**src/common/gcsd_pkg.sv**
```systemverilog
// shared constants for the gauge configuration decoder and self-discharge scheduler
package gcsd_pkg;

	// ----------------------------------------
	// register offsets and keys
	// ----------------------------------------
	localparam logic [7:0] ADDR_UNLOCK     = 8'h6e;
	localparam logic [7:0] ADDR_NVM_LO     = 8'h76;
	localparam logic [7:0] ADDR_NVM_HI     = 8'h7f;
	localparam logic [7:0] ADDR_FILT_SD    = 8'h7a;
	localparam logic [7:0] ADDR_TAPER      = 8'h7b;
	localparam logic [7:0] ADDR_PACK_CFG   = 8'h7c;
	localparam logic [7:0] ADDR_ID3        = 8'h7d;
	localparam logic [7:0] ADDR_RATE_COMP  = 8'h7e;
	localparam logic [7:0] ADDR_TEMP_COMP  = 8'h7f;
	localparam logic [7:0] UNLOCK_KEY      = 8'hdd;

	// ----------------------------------------
	// reset values of the stored bytes
	// ----------------------------------------
	localparam logic [7:0] RST_FILT_SD     = 8'h00;
	localparam logic [7:0] RST_TAPER       = 8'h00;
	localparam logic [7:0] RST_PACK_CFG    = 8'h00;
	localparam logic [7:0] RST_ID3         = 8'h00;
	localparam logic [7:0] RST_RATE_COMP   = 8'h00;
	localparam logic [7:0] RST_TEMP_COMP   = 8'h00;
	localparam logic [7:0] RST_UNLOCK      = 8'h00;

	// ----------------------------------------
	// field positions and decode constants
	// ----------------------------------------
	localparam int         FILT_LSB        = 4;
	localparam int         SD_LSB          = 0;
	localparam int         PK_GPIO_BIT     = 7;
	localparam int         PK_QV_HI_BIT    = 6;
	localparam int         PK_QV_LO_BIT    = 5;
	localparam int         PK_RATE_FIX_BIT = 1;
	localparam int         PK_TEMP_FIX_BIT = 0;
	localparam logic [7:0] FIXED_RATE_COMP = 8'h42;
	localparam logic [7:0] FIXED_TEMP_COMP = 8'h7c;
	localparam logic [7:0] FILT_UV_PER_LSB = 8'h06;
	localparam logic [7:0] TAPER_UV_PER_LSB = 8'hc0;
	localparam int         CAP_STEP_SHIFT  = 9;
	localparam logic [12:0] TERM_MV_00     = 13'hf80;
	localparam logic [12:0] TERM_MV_01     = 13'hfb0;
	localparam logic [12:0] TERM_MV_10     = 13'hfe0;
	localparam logic [12:0] TERM_MV_11     = 13'h1010;

	// ----------------------------------------
	// self-discharge temperature bands and timing
	// ----------------------------------------
	localparam logic signed [7:0] SD_REF_LO_C = 8'sh14;
	localparam logic signed [7:0] SD_BAND_C   = 8'sh0a;
	localparam logic [2:0] SD_SHIFT_REF    = 3'h4;
	localparam logic [2:0] SD_SHIFT_MAX    = 3'h6;
	localparam logic [2:0] SD_BANDS_HOT    = 3'h4;
	localparam longint unsigned CLK_HZ           = 64'd50_000_000;
	localparam longint unsigned SD_REF_CODE      = 64'd12;
	localparam longint unsigned SD_REF_INTERVAL_H = 64'd24;
	localparam longint unsigned SD_TICKS_PER_CODE = 64'd16;
	localparam longint unsigned SD_TICK_S =
		SD_REF_INTERVAL_H * 64'd3600 / (SD_REF_CODE * SD_TICKS_PER_CODE);
	localparam longint unsigned SD_TICK_CYCLES   = SD_TICK_S * CLK_HZ;
	localparam int              TICK_CNT_W       = 36;
	localparam int              INTV_CNT_W       = 11;

endpackage

```
**src/hdl/gcsd_top.sv**
```systemverilog
// gauge configuration bytes, derived settings and self-discharge scheduling
//
// Contract
// - high nibble of filter byte is activity threshold in 6 uV units
// - low nibble of filter byte is the self-discharge rate code
// - self-discharge steps only when not charging
// - programmed rate used as is from 20 to below 30 C
// - rate doubles per 10 C band hotter, capped at sixteen times
// - rate halves per 10 C band colder, floor at one quarter
// - each step subtracts nominal capacity count divided by 512
// - code 12 gives one step per 24 h, 12 h one band hotter
// - full charge uses taper byte times 192 plus cell voltage
// - stored gpio bit 0: enable cleared on reset, pin undriven output
// - stored gpio bit 1: enable set on reset, pin state readable; reset zeroes pack bit 7 too, so enable loads 0
// - pack bits 6 and 5 select charge termination voltage
// - codes 00..11 mean 3968, 4016, 4064, 4112 mV
// - fixed rate bit substitutes 0x42 for the rate compensation byte
// - with fixed rate bit set, byte 0x7e is ignored for gauging
// - fixed temp bit substitutes 0x7c for the temp compensation byte
// - with fixed temp bit set, byte 0x7f is ignored for gauging
`timescale 1ns/1ps
module gcsd_top #(
	parameter longint unsigned TICK_CYCLES = gcsd_pkg::SD_TICK_CYCLES
) (
	input  wire logic              clk_in,               // 50 MHz clock
	input  wire logic              rst_b_in,             // async reset, active low
	input  wire logic              wr_en_in,             // register write strobe
	input  wire logic              rd_en_in,             // register read strobe
	input  wire logic [7:0]        addr_in,              // register address
	input  wire logic [7:0]        wdata_in,             // write data
	input  wire logic signed [7:0] temp_c_in,            // cell temperature, deg C
	input  wire logic              charging_in,          // battery is charging
	input  wire logic [15:0]       nom_cap_in,           // nominal capacity count
	input  wire logic [15:0]       sense_mag_uv_in,      // sense voltage magnitude, uV
	input  wire logic [15:0]       charge_uv_in,         // charge sense voltage, uV
	input  wire logic [12:0]       cell_mv_in,           // cell voltage, mV
	input  wire logic              gpio_pin_in,          // gpio pin level
	output logic [7:0]             rdata_out,            // read data
	output logic                   rd_valid_out,         // read data valid pulse
	output logic                   activity_out,         // activity above filter
	output logic                   full_charge_out,      // full charge detected
	output logic [12:0]            term_mv_out,          // termination voltage, mV
	output logic [7:0]             rate_comp_coeffs_out, // effective rate comp byte
	output logic [7:0]             temp_comp_coeffs_out, // effective temp comp byte
	output logic                   gpio_input_enable_out,// gpio enable bit
	output logic                   gpio_pin_state_out,   // gpio pin state bit
	output logic                   gpio_out,             // gpio drive value
	output logic                   gpio_oe_out,          // gpio output enable
	output logic                   sd_step_out,          // self-discharge step pulse
	output logic [15:0]            sd_dec_out            // self-discharge amount
);

	// ----------------------------------------
	// helpers
	// ----------------------------------------
	function automatic logic is_nvm(input logic [7:0] a);
		return (a >= gcsd_pkg::ADDR_NVM_LO) && (a <= gcsd_pkg::ADDR_NVM_HI);
	endfunction

	function automatic logic [12:0] term_mv(input logic [1:0] sel);
		logic [12:0] mv;
		unique case (sel)
			2'b00: mv = gcsd_pkg::TERM_MV_00;
			2'b01: mv = gcsd_pkg::TERM_MV_01;
			2'b10: mv = gcsd_pkg::TERM_MV_10;
			2'b11: mv = gcsd_pkg::TERM_MV_11;
		endcase
		return mv;
	endfunction

	// ----------------------------------------
	// stored bytes
	// ----------------------------------------
	logic [7:0] unlock_r;
	logic [7:0] filt_sd_r;
	logic [7:0] taper_r;
	logic [7:0] pack_cfg_r;
	logic [7:0] id3_r;
	logic [7:0] rate_comp_r;
	logic [7:0] temp_comp_r;
	logic       nvm_open;
	logic       cfg_wr;

	assign nvm_open = (unlock_r == gcsd_pkg::UNLOCK_KEY);
	assign cfg_wr   = wr_en_in && is_nvm(addr_in) && nvm_open;

	// key stays in force until overwritten
	always_ff @(posedge clk_in or negedge rst_b_in) begin
		if (!rst_b_in)
			unlock_r <= gcsd_pkg::RST_UNLOCK;
		else if (wr_en_in && addr_in == gcsd_pkg::ADDR_UNLOCK)
			unlock_r <= wdata_in;
	end

	always_ff @(posedge clk_in or negedge rst_b_in) begin
		if (!rst_b_in) begin
			filt_sd_r   <= gcsd_pkg::RST_FILT_SD;
			taper_r     <= gcsd_pkg::RST_TAPER;
			pack_cfg_r  <= gcsd_pkg::RST_PACK_CFG;
			id3_r       <= gcsd_pkg::RST_ID3;
			rate_comp_r <= gcsd_pkg::RST_RATE_COMP;
			temp_comp_r <= gcsd_pkg::RST_TEMP_COMP;
		end else if (cfg_wr) begin
			unique case (addr_in)
				gcsd_pkg::ADDR_FILT_SD:   filt_sd_r   <= wdata_in;
				gcsd_pkg::ADDR_TAPER:     taper_r     <= wdata_in;
				gcsd_pkg::ADDR_PACK_CFG:  pack_cfg_r  <= wdata_in;
				gcsd_pkg::ADDR_ID3:       id3_r       <= wdata_in;
				gcsd_pkg::ADDR_RATE_COMP: rate_comp_r <= wdata_in;
				gcsd_pkg::ADDR_TEMP_COMP: temp_comp_r <= wdata_in;
				default: ;
			endcase
		end
	end

	// ----------------------------------------
	// read port
	// ----------------------------------------
	logic [7:0] rd_mux;

	always_comb begin
		unique case (addr_in)
			gcsd_pkg::ADDR_UNLOCK:    rd_mux = unlock_r;
			gcsd_pkg::ADDR_FILT_SD:   rd_mux = filt_sd_r;
			gcsd_pkg::ADDR_TAPER:     rd_mux = taper_r;
			gcsd_pkg::ADDR_PACK_CFG:  rd_mux = pack_cfg_r;
			gcsd_pkg::ADDR_ID3:       rd_mux = id3_r;
			gcsd_pkg::ADDR_RATE_COMP: rd_mux = rate_comp_r;
			gcsd_pkg::ADDR_TEMP_COMP: rd_mux = temp_comp_r;
			default:                  rd_mux = 8'h00;
		endcase
	end

	// stored bytes stay readable even when used as free id bytes
	always_ff @(posedge clk_in or negedge rst_b_in) begin
		if (!rst_b_in) begin
			rdata_out    <= 8'h00;
			rd_valid_out <= 1'b0;
		end else begin
			rd_valid_out <= rd_en_in;
			if (rd_en_in)
				rdata_out <= rd_mux;
		end
	end

	// ----------------------------------------
	// field decode
	// ----------------------------------------
	logic [3:0]  filt_code;
	logic [3:0]  sd_code;
	logic [15:0] filt_uv;
	logic [15:0] taper_uv;
	logic [12:0] term_sel_mv;

	assign filt_code   = filt_sd_r[gcsd_pkg::FILT_LSB +: 4];
	assign sd_code     = filt_sd_r[gcsd_pkg::SD_LSB +: 4];
	assign filt_uv     = 16'(filt_code) * 16'(gcsd_pkg::FILT_UV_PER_LSB);
	assign taper_uv    = 16'(taper_r) * 16'(gcsd_pkg::TAPER_UV_PER_LSB);
	// bits 4..2 of the pack byte are deliberately never decoded
	assign term_sel_mv = term_mv({pack_cfg_r[gcsd_pkg::PK_QV_HI_BIT],
		pack_cfg_r[gcsd_pkg::PK_QV_LO_BIT]});

	// ----------------------------------------
	// derived settings
	// ----------------------------------------
	always_ff @(posedge clk_in or negedge rst_b_in) begin
		if (!rst_b_in)
			term_mv_out <= gcsd_pkg::TERM_MV_00;
		else
			term_mv_out <= term_sel_mv;
	end

	// fixed bits hide the stored byte from gauging entirely
	always_ff @(posedge clk_in or negedge rst_b_in) begin
		if (!rst_b_in) begin
			rate_comp_coeffs_out <= gcsd_pkg::RST_RATE_COMP;
			temp_comp_coeffs_out <= gcsd_pkg::RST_TEMP_COMP;
		end else begin
			rate_comp_coeffs_out <= pack_cfg_r[gcsd_pkg::PK_RATE_FIX_BIT] ?
				gcsd_pkg::FIXED_RATE_COMP : rate_comp_r;
			temp_comp_coeffs_out <= pack_cfg_r[gcsd_pkg::PK_TEMP_FIX_BIT] ?
				gcsd_pkg::FIXED_TEMP_COMP : temp_comp_r;
		end
	end

	// ----------------------------------------
	// activity filter and full charge
	// ----------------------------------------
	always_ff @(posedge clk_in or negedge rst_b_in) begin
		if (!rst_b_in)
			activity_out <= 1'b0;
		else
			activity_out <= (sense_mag_uv_in >= filt_uv);
	end

	// taper compare is strict: at exactly the threshold charging continues
	always_ff @(posedge clk_in or negedge rst_b_in) begin
		if (!rst_b_in)
			full_charge_out <= 1'b0;
		else
			full_charge_out <= charging_in && (cell_mv_in >= term_sel_mv)
				&& (charge_uv_in < taper_uv);
	end

	// ----------------------------------------
	// gpio power-up state
	// ----------------------------------------
	logic gpio_meta_r;
	logic gpio_sync_r;
	logic gpio_load_r;

	always_ff @(posedge clk_in or negedge rst_b_in) begin
		if (!rst_b_in) begin
			gpio_meta_r <= 1'b0;
			gpio_sync_r <= 1'b0;
		end else begin
			gpio_meta_r <= gpio_pin_in;
			gpio_sync_r <= gpio_meta_r;
		end
	end

	// stored bit is caught on the first edge after release, not under reset
	always_ff @(posedge clk_in or negedge rst_b_in) begin
		if (!rst_b_in) begin
			gpio_load_r           <= 1'b1;
			gpio_input_enable_out <= 1'b0;
		end else if (gpio_load_r) begin
			gpio_load_r           <= 1'b0;
			gpio_input_enable_out <= pack_cfg_r[gcsd_pkg::PK_GPIO_BIT];
		end
	end

	// the pin is never driven here: undriven output or plain input
	always_ff @(posedge clk_in or negedge rst_b_in) begin
		if (!rst_b_in) begin
			gpio_out           <= 1'b0;
			gpio_oe_out        <= 1'b0;
			gpio_pin_state_out <= 1'b0;
		end else begin
			gpio_out           <= 1'b0;
			gpio_oe_out        <= 1'b0;
			gpio_pin_state_out <= gpio_input_enable_out & gpio_sync_r;
		end
	end

	// ----------------------------------------
	// self-discharge scheduler
	// ----------------------------------------
	gcsd_sd_sched #(
		.TICK_CYCLES (TICK_CYCLES)
	) u_sched (
		.clk_in       (clk_in),
		.rst_b_in     (rst_b_in),
		.rate_code_in (sd_code),
		.temp_c_in    (temp_c_in),
		.charging_in  (charging_in),
		.nom_cap_in   (nom_cap_in),
		.step_out     (sd_step_out),
		.dec_out      (sd_dec_out)
	);

	// ----------------------------------------
	// checks
	// ----------------------------------------
	a_unlock_gate: assert property (@(posedge clk_in) disable iff (!rst_b_in)
		wr_en_in && unlock_r != 8'hdd |=>
		$stable({filt_sd_r, taper_r, pack_cfg_r, id3_r, rate_comp_r, temp_comp_r}))
		else $error("config byte written while locked");

	a_unlock_write: assert property (@(posedge clk_in) disable iff (!rst_b_in)
		wr_en_in && addr_in == 8'h7a && unlock_r == 8'hdd |=> filt_sd_r == $past(wdata_in))
		else $error("unlocked write did not store");

	a_read_back: assert property (@(posedge clk_in) disable iff (!rst_b_in)
		rd_en_in && addr_in == 8'h7a |=> rd_valid_out && rdata_out == $past(filt_sd_r))
		else $error("filter byte read back wrong");

	a_rate_comp_sel: assert property (@(posedge clk_in) disable iff (!rst_b_in)
		pack_cfg_r[1] |=> rate_comp_coeffs_out == 8'h42)
		else $error("fixed rate compensation not applied");

	a_rate_comp_prog: assert property (@(posedge clk_in) disable iff (!rst_b_in)
		!pack_cfg_r[1] |=> rate_comp_coeffs_out == $past(rate_comp_r))
		else $error("programmed rate compensation not used");

	a_rate_comp_free: assert property (@(posedge clk_in) disable iff (!rst_b_in)
		pack_cfg_r[1] && $changed(rate_comp_r) |=> rate_comp_coeffs_out == 8'h42)
		else $error("id byte leaked into rate compensation");

	a_temp_comp_sel: assert property (@(posedge clk_in) disable iff (!rst_b_in)
		!pack_cfg_r[0] |=> temp_comp_coeffs_out == $past(temp_comp_r))
		else $error("programmed temp compensation not used");

	a_temp_comp_fix: assert property (@(posedge clk_in) disable iff (!rst_b_in)
		pack_cfg_r[0] |=> temp_comp_coeffs_out == 8'h7c)
		else $error("fixed temp compensation not applied");

	a_term_voltage: assert property (@(posedge clk_in) disable iff (!rst_b_in)
		pack_cfg_r[6:5] == 2'b11 |=> term_mv_out == 13'd4112)
		else $error("termination voltage mismatch");

	a_term_lowest: assert property (@(posedge clk_in) disable iff (!rst_b_in)
		pack_cfg_r[6:5] == 2'b00 |=> term_mv_out == 13'd3968)
		else $error("lowest termination voltage mismatch");

	a_activity_filt: assert property (@(posedge clk_in) disable iff (!rst_b_in)
		sense_mag_uv_in < 16'(filt_sd_r[7:4]) * 16'd6 |=> !activity_out)
		else $error("activity below filter threshold");

	a_activity_above: assert property (@(posedge clk_in) disable iff (!rst_b_in)
		sense_mag_uv_in >= 16'(filt_sd_r[7:4]) * 16'd6 |=> activity_out)
		else $error("activity at filter threshold missed");

	a_taper_full: assert property (@(posedge clk_in) disable iff (!rst_b_in)
		full_charge_out |-> $past(charge_uv_in) < 16'($past(taper_r)) * 16'd192)
		else $error("full charge above taper current");

	a_full_voltage: assert property (@(posedge clk_in) disable iff (!rst_b_in)
		full_charge_out |-> $past(charging_in) && $past(cell_mv_in) >= term_mv_out)
		else $error("full charge below termination voltage");

	a_gpio_reset: assert property (@(posedge clk_in) disable iff (!rst_b_in)
		gpio_load_r |=> gpio_input_enable_out == $past(pack_cfg_r[7]))
		else $error("gpio enable not loaded from stored bit");

	a_gpio_state: assert property (@(posedge clk_in) disable iff (!rst_b_in)
		!gpio_input_enable_out |=> !gpio_pin_state_out && !gpio_oe_out)
		else $error("gpio state visible while disabled");

	c_unlocked_wr: cover property (@(posedge clk_in) disable iff (!rst_b_in)
		cfg_wr && addr_in == gcsd_pkg::ADDR_PACK_CFG);
	c_sd_step: cover property (@(posedge clk_in) disable iff (!rst_b_in)
		sd_step_out);
	c_full_charge: cover property (@(posedge clk_in) disable iff (!rst_b_in)
		$rose(full_charge_out));
	c_fixed_both: cover property (@(posedge clk_in) disable iff (!rst_b_in)
		pack_cfg_r[1] && pack_cfg_r[0]);
	c_locked_wr: cover property (@(posedge clk_in) disable iff (!rst_b_in)
		wr_en_in && unlock_r != gcsd_pkg::UNLOCK_KEY);

endmodule

```
**src/hdl/gcsd_sd_sched.sv**
```systemverilog
// temperature-scaled self-discharge step scheduler
`timescale 1ns/1ps
module gcsd_sd_sched #(
	parameter longint unsigned TICK_CYCLES = gcsd_pkg::SD_TICK_CYCLES
) (
	input  wire logic              clk_in,        // 50 MHz clock
	input  wire logic              rst_b_in,      // async reset, active low
	input  wire logic [3:0]        rate_code_in,  // self-discharge rate code
	input  wire logic signed [7:0] temp_c_in,     // cell temperature, deg C
	input  wire logic              charging_in,   // battery is charging
	input  wire logic [15:0]       nom_cap_in,    // nominal capacity count
	output logic                   step_out,      // one-cycle reduction pulse
	output logic [15:0]            dec_out        // amount to subtract
);

	// ----------------------------------------
	// band decode
	// ----------------------------------------
	function automatic logic [2:0] band_shift(input logic signed [7:0] t);
		logic signed [7:0] lo;
		logic [2:0]        s;
		lo = gcsd_pkg::SD_REF_LO_C;
		s  = gcsd_pkg::SD_SHIFT_REF;
		for (int i = 1; i <= 4; i++) begin
			if (t >= lo + 8'(i) * gcsd_pkg::SD_BAND_C)
				s = gcsd_pkg::SD_SHIFT_REF - 3'(i);
		end
		if (t < lo)
			s = gcsd_pkg::SD_SHIFT_REF + 3'h1;
		if (t < lo - gcsd_pkg::SD_BAND_C)
			s = gcsd_pkg::SD_SHIFT_MAX;
		return s;
	endfunction

	logic [gcsd_pkg::TICK_CNT_W-1:0] tick_cnt_r;
	logic [gcsd_pkg::INTV_CNT_W-1:0] intv_cnt_r;
	logic [gcsd_pkg::INTV_CNT_W-1:0] target;
	logic                            tick;
	logic                            run;

	// interval in ticks = code << shift; shift 4 is the reference band
	assign target = gcsd_pkg::INTV_CNT_W'(rate_code_in) << band_shift(temp_c_in);
	assign run    = !charging_in && (rate_code_in != 4'h0);
	assign tick   = (tick_cnt_r == gcsd_pkg::TICK_CNT_W'(TICK_CYCLES - 64'd1));

	// ----------------------------------------
	// prescaler and interval counter
	// ----------------------------------------
	always_ff @(posedge clk_in or negedge rst_b_in) begin
		if (!rst_b_in)
			tick_cnt_r <= '0;
		else if (!run || tick)
			tick_cnt_r <= '0;
		else
			tick_cnt_r <= tick_cnt_r + 1'b1;
	end

	// frozen while charging so the elapsed share resumes afterwards
	always_ff @(posedge clk_in or negedge rst_b_in) begin
		if (!rst_b_in)
			intv_cnt_r <= '0;
		else if (run && tick)
			intv_cnt_r <= (intv_cnt_r + 1'b1 >= target) ? '0 : intv_cnt_r + 1'b1;
	end

	always_ff @(posedge clk_in or negedge rst_b_in) begin
		if (!rst_b_in) begin
			step_out <= 1'b0;
			dec_out  <= '0;
		end else begin
			step_out <= run && tick && (intv_cnt_r + 1'b1 >= target);
			dec_out  <= nom_cap_in >> gcsd_pkg::CAP_STEP_SHIFT;
		end
	end

	a_sd_suspend: assert property (@(posedge clk_in) disable iff (!rst_b_in)
		$past(charging_in) |-> !step_out)
		else $error("self-discharge step while charging");
	a_step_amount: assert property (@(posedge clk_in) disable iff (!rst_b_in)
		step_out |-> dec_out == ($past(nom_cap_in) >> 9))
		else $error("step amount is not capacity/512");

endmodule

```
**config.mk**
```make
export PLATFORM = sky130hd
export DESIGN_NAME = gcsd_top
export DESIGN_NICKNAME = d
export VERILOG_FILES = /design/src/common/gcsd_pkg.sv /design/src/hdl/gcsd_top.sv /design/src/hdl/gcsd_sd_sched.sv
export SDC_FILE = /design/constraint.sdc
export NUM_CORES = 1
export LEC_CHECK = 0
export ABC_CLOCK_PERIOD_IN_PS = 2800
export BUFFER_PORTS_ARGS = -buffer_cell sky130_fd_sc_hd__buf_4
export CAP_MARGIN = 40
export CORE_MARGIN = 4
export CORE_UTILIZATION = 51
export DETAILED_ROUTE_END_ITERATION = 16
export GPL_TIMING_DRIVEN = 1
export PLACE_DENSITY_LB_ADDON = 0.08
export SETUP_SLACK_MARGIN = 0.15
export SLEW_MARGIN = 20
export SYNTH_ARGS = -nofsm -noshare
export SYNTH_HDL_FRONTEND = slang
export SYNTH_SLANG_ARGS = --single-unit
```
**constraint.sdc**
```tcl
create_clock -name clk_in -period 2.8 [get_ports clk_in]
set_input_delay 0.28 -clock clk_in [delete_from_list [all_inputs] [get_ports clk_in]]
set_output_delay 0.28 -clock clk_in [all_outputs]
set_load 0.1 [all_outputs]
```
=== After elaboration in Yosys (flattened, before gate mapping) ===
Cells that the tools add are included.

* Flip-flop bits (word level): 156
* Input bits: 91
* Output and inout port bits: 61
* Word-level logic and storage cells: 85

* Add/sub/neg operators: 2
* $mul: 2
* Order comparisons: 12
* Equal/unequal tests: 12
* Shift operators: 1
* Mux-type cells: 12
* Bitwise logic cells: 1
* Reductions and logical operators: 20

{| class="wikitable"
|+ Operator list
! operator !! number
|-
| equality test 8 x 7 -> 1 bit, second input constant || 7
|-
| one-hot mux 8 bit (7 select lines) || 1
|-
| one-hot mux 13 bit (4 select lines) || 1
|-
| adder 36 x 1 -> 36 bit, second input constant || 1
|-
| equality test 36 x 35 -> 1 bit, second input constant || 1
|-
| 2-to-1 mux 36 bit || 1
|-
| greater-or-equal comparator 8 x 7 -> 1 bit, second input constant || 4
|-
| 2-to-1 mux 3 bit || 6
|-
| greater-or-equal comparator 16 x 7 -> 1 bit || 1
|-
| < comparator 16 bit || 1
|-
| 2-to-1 mux 8 bit || 2
|-
| greater-or-equal comparator 13 bit || 1
|-
| AND reduction 2 bit || 6
|-
| adder 11 x 1 -> 11 bit, second input constant || 1
|-
| greater-or-equal comparator 11 bit || 1
|-
| 2-to-1 mux 11 bit || 1
|-
| << shifter 4 x 3 -> 11 bit || 1
|-
| multiplier 8 x 2 -> 10 bit, second input constant || 1
|-
| logical AND 1 bit || 9
|-
| equality test 8 bit, second input constant || 1
|-
| greater-or-equal comparator 8 x 6 -> 1 bit, second input constant || 1
|-
| less-or-equal comparator 8 x 7 -> 1 bit, second input constant || 1
|-
| < comparator 8 x 5 -> 1 bit, second input constant || 1
|-
| < comparator 8 x 6 -> 1 bit, second input constant || 1
|-
| other kinds (8) || 10
|}

=== Depth between registers and ports, before layout ===
* Word-level depth: 10
* Gate-level depth with buffers: 14
* Mapped depth without buffers: 13

=== Cells and area by module ===
Synthesis repeated with hierarchy kept, for this count alone.

* Cell total of the unflattened synthesis: 739
* Area total of the unflattened synthesis: 8084.0 um^2

{| class="wikitable"
|+ Modules (own cells, without submodules)
! module !! instances !! cells each !! area an instance (um^2) !! sequential area each (um^2)
|-
| gcsd_top || 1 || 384 || 4852.2 || 2329.7
|-
| gcsd_sd_sched || 1 || 355 || 3231.8 || 1376.3
|}

=== Worst setup path before layout ===
OpenSTA, ideal clock, no wires.

* Path type: input to register
* From: input temp_c_in[2]
* To: register u_sched.intv_cnt_r[10] in the netlist's numbering
* Setup time: 0.076 ns
* Data arrival time: 3.075 ns
* Required time: 2.724 ns
* Path slack: -0.351 ns
* Cell stages on the path: 14
* Buffers on the path: 1
* Cells stage by stage: xnor2_1 -> or3_1 -> o311a_1 -> nand2_1 -> mux2i_1 -> o32a_1 -> ha_1 -> a21o_1 -> a2111oi_0 -> o21ai_0 -> a21boi_0 -> clkbuf_1 -> nand2_1 -> o21ai_1

* Cells in the longest elaborated chain, start to end: 10
* Elaborated cells between the ends (all ways): 15
* Those cells by class: 7 x order compare; 1 x shift; 7 x mux

{| class="wikitable"
|+ Ends and longest elaborated chain
! element !! line !! source
|-
| start: declaration || gcsd_top.sv:31 || <nowiki>input wire logic signed [7:0] temp_c_in,</nowiki>
|-
| greater-or-equal comparator 8 x 6 -> 1 bit || gcsd_sd_sched.sv:25 || <nowiki>if (t >= lo + 8'(i) * gcsd_pkg::SD_BAND_C)</nowiki>
|-
| 2-to-1 mux 3 bit (4 in series) || gcsd_sd_sched.sv:25 ||
|-
| 2-to-1 mux 3 bit || gcsd_sd_sched.sv:28 || <nowiki>if (t < lo)</nowiki>
|-
| 2-to-1 mux 3 bit (*) || gcsd_sd_sched.sv:30 || <nowiki>if (t < lo - gcsd_pkg::SD_BAND_C)</nowiki>
|-
| << shifter 4 x 3 -> 11 bit (*) || gcsd_sd_sched.sv:42 || <nowiki>assign target = gcsd_pkg::INTV_CNT_W'(rate_code_in) << band_shift(temp_c_in);</nowiki>
|-
| greater-or-equal comparator 11 bit (*) || gcsd_sd_sched.sv:63 || <nowiki>intv_cnt_r <= (intv_cnt_r + 1'b1 >= target) ? '0 : intv_cnt_r + 1'b1;</nowiki>
|-
| 2-to-1 mux 11 bit (*) || gcsd_sd_sched.sv:63 ||
|-
| end signal: assignment || gcsd_sd_sched.sv:63 ||
|-
| end: declaration || gcsd_sd_sched.sv:36 || <nowiki>logic [gcsd_pkg::INTV_CNT_W-1:0] intv_cnt_r;</nowiki>
|}

Every way passes the cells marked *; elsewhere a longest branch is shown, timed or not.
A chain may end at the register's enable or synchronous reset.

=== Worst setup path in the final report ===
* From: register taper_r[1]
* To: register full_charge_out

* Cells in the longest elaborated chain, start to end: 3

{| class="wikitable"
|+ Ends and longest elaborated chain
! element !! line !! source
|-
| start: declaration || gcsd_top.sv:76 || <nowiki>logic [7:0] taper_r;</nowiki>
|-
| start signal: assignment || gcsd_top.sv:98 || <nowiki>taper_r <= gcsd_pkg::RST_TAPER;</nowiki>
|-
| start signal: assignment || gcsd_top.sv:106 || <nowiki>gcsd_pkg::ADDR_TAPER: taper_r <= wdata_in;</nowiki>
|-
| multiplier 8 x 2 -> 10 bit || gcsd_top.sv:158 || <nowiki>assign taper_uv = 16'(taper_r) * 16'(gcsd_pkg::TAPER_UV_PER_LSB);</nowiki>
|-
| < comparator 16 bit || gcsd_top.sv:202 || <nowiki>&& (charge_uv_in < taper_uv);</nowiki>
|-
| logical AND 1 bit || gcsd_top.sv:202 ||
|-
| end signal: assignment || gcsd_top.sv:201 || <nowiki>full_charge_out <= charging_in && (cell_mv_in >= term_sel_mv)</nowiki>
|-
| end: declaration || gcsd_top.sv:41 || <nowiki>output logic full_charge_out,</nowiki>
|}

No other way between the ends.

==> results.json <==
{
  "status": "finished with violations",
  "violations": "negative setup slack",
  "max_freq_mhz": 352,
  "critPathCaptureType": "register",
  "grt.total_usage_pct": 21.8,
  "grt.busiest_layer": "met2",
  "yosysWarnings": 0,
  "grt_overflow": 0,
  "cts_buffer_depth": 2,
  "crit_chain": "ha_2 -> fa_2 -> a21o_1 -> a21oi_2 -> nor2b_1 -> o21ai_1 -> nand2b_1 -> xor2_1 -> ha_1 -> and3_4 -> o2111ai_4 -> a21oi_2 -> nor4_2",
  "grt_first_pass_wirelength_um": 31800,
  "rsz0062_at_grt": "true",
  "dieArea_um2": 18000,
  "synthDistinctLibCells": 65,
  "post-place-ws_ns": -0.434,
  "cp.required_ns": 3.13,
  "worstPathArrival_ns": 3.17,
  "synth_edf_count": 0,
  "drt_iter0_markers": 293,
  "slowest_delay_ns": 0.41,
  "clk_pin_slew_ns": 0.06,
  "hold_violations": 0,
  "vias": 6395,
  "nFillCells": 1242,
  "reg.largest.list": "u_sched.tick_cnt_r x36, u_sched.intv_cnt_r x11",
  "r2r-start": "taper_r[1]$_DFFE_PN0P_",
  "yosysTopAreaCell": "dfrtp_1",
  "critPathMaxFanout": 2,
  "cts_tree": "yes",
  "final_max_slew_viol_count": 0,
  "synth_top_cell_area_share_pct": 45.0,
  "drv_cap": 0,
  "largest-register": "u_sched.tick_cnt_r",
  "syn_area_per_cell_um2": 10.6,
  "cellPowerDensity_nw_per_um2": 475,
  "tightest_slew_ns": 0.736,
  "crit_buf_inv": 0,
  "setup_ws_ns": -0.0386,
  "area_growth_pct": 28.1,
  "yosysMostFrequentCell": "dfrtp_1",
  "vias_per_cell": 5.53,
  "regArea_um2": 3710,
  "drt-pass1-iter-count": 5,
  "multi_input_area_um2": 4370,
  "wl_um": 19700,
  "ys_seq_area_share_pct": 45.6,
  "irDropWorstVdd_mv": 0.466,
  "ys.flop_type": "dfrtp_1",
  "grt_max_degree": 89,
  "place.gp.congestion": 0.862,
  "die_y_um": 134,
  "hp-start": "rd_en_in",
  "core_area_um2": 15400,
  "worstSetupPathType": "reg -> reg",
  "grt_pass1_vias": 6517,
  "initial_utilization_pct": 52.7,
  "diodes": 0,
  "num_rows": 45,
  "ios": 152,
  "met1_usage_pct": 26.3,
  "holdCritPathClass": "in -> reg",
  "drive_above_1_share_pct": 32.8,
  "netlist_area_um2": 8130,
  "synthArstFlopShare_pct": 100,
  "ant_nets": 0,
  "worstSetupStartpoint": "taper_r[1]$_DFFE_PN0P_",
  "final.min_clock_period_ns": 2.84,
  "crit_path_start_kind": "register",
  "globalRouteMet3Util_pct": 4.54,
  "synthCells": 765,
  "worstSkewPairLatency_ns": 0.42,
  "synth_seq_cells": 148,
  "port_buffers": 120,
  "cts_max_level": 4,
  "cts_buffers": 17,
  "fin_skew_ns": 0.0110,
  "fin_util_pct": 67.5,
  "design_area_um2": 10400,
  "synth_common_cells": "dfrtp_1 (146), nor2_1 (70), mux2_2 (65)",
  "fin_hold_ws_ns": 0.0895,
  "clock-sinks": 148,
  "clockRootBuffer": "clkbuf_16",
  "grt_use_met2_pct": 38.6,
  "cp_common_cell": "a21oi_2",
  "crit_family": "adder cells",
  "hpwl_um": 14200,
  "nets": 1080,
  "slew_headroom_pct": 50.5,
  "slowest_stage": "dfrtp_1",
  "antenna_found_initial": 0,
  "cellLeakagePower_nw": 4.94,
  "die_w_um": 134,
  "tns_ns": -0.0386,
  "wire_per_inst_um": 17.0,
  "synthTopCellsByArea": "dfrtp_1 (45%), mux2_2 (9.0%), ha_1 (8.5%)",
  "post_dp_cell_area_um2": 9400,
  "setup_viol": 1,
  "drc": 0,
  "post-route-period-util_pct": 101,
  "largest_reg_flops": 36
}
==> path summary, 6_finish.rpt <==
check | slack (ns) | cells past startpoint | endpoint
setup / recovery | -0.04 | 13 | full_charge_out$_DFF_PN0_
hold / removal | 0.09 | 1 | rd_valid_out$_DFF_PN0_
setup reg to reg | -0.04 | 13 | full_charge_out$_DFF_PN0_
hold reg to reg | 0.36 | 0 | gpio_sync_r$_DFF_PN0_
max in group asynchronous | 1.73 | 4 | id3_r[4]$_DFFE_PN0P_
min in group asynchronous | 0.21 | 2 | u_sched.step_out$_DFF_PN0_
==> layer usage <==
layer	up-vias	wire length (um)
met2	168	10500
li1	3042	-
met3	34	732
met5	-	0
met1	3151	8000
met4	0	450
==> report_power, final <==
group / internal (mW) / leakage (nW) / switching [mW]
registers: 2.15 / 2.03 / 0.00718
clock network: 1.35 / 0.296 / 0.983
logic: 0.156 / 2.61 / 0.297
total: 3.66 / 4.94 / 1.29
==> cell families (layout without fill, tap and decap cells) <==
family	Yosys count	in the layout	synth area share (%)
simple gates	262	262	16.8
flops	148	148	45.6
compound gates	103	103	8.78
mux	71	71	9.90
buf+inv	71	236	4.33
fa+ha+maj	57	57	8.96
xor+xnor	51	51	5.50
other cells	2	17	0.0924
==> timing repair <==
item	4_1_cts	5_1_grt
gates cloned	1	0
resized for setup	18	31
pin swaps	4	30
setup buffers	3	4
hold endpoints to repair	90	0
setup endpoints to repair	13	13
hold buffers	9	0
==> cell usage in the layout (no fill, tap or decap), types with 19 or more instances in the layout <==
cell type / count
mux2_2: 64
nand2_1: 43
xor2_1: 29
nor2_1: 69
xnor2_1: 19
nand3_1: 26
inv_1: 34
dfrtp_1: 146
buf_4: 153
ha_1: 54
==> layout make-up <==
type | instances | area share, %
clock buffer | 17 | 4.09
clock inverter | 15 | 1.73
inverter | 35 | 1.26
multi-input combinational | 561 | 41.9
sequential | 148 | 35.6
tap | 211 | 2.54
timing repair buffer | 169 | 12.9
==> per-stage QoR <==
step | cells | total power, mW
after detailed placement | 1106 | 2.61
after global routing | 1156 | 5.12
after CTS | 1151 | 4.97
after floorplan | 780 | 2.43
final | 1156 | 4.95
after global placement | 1106 | 2.60
Power figures use the tool's default switching activity.
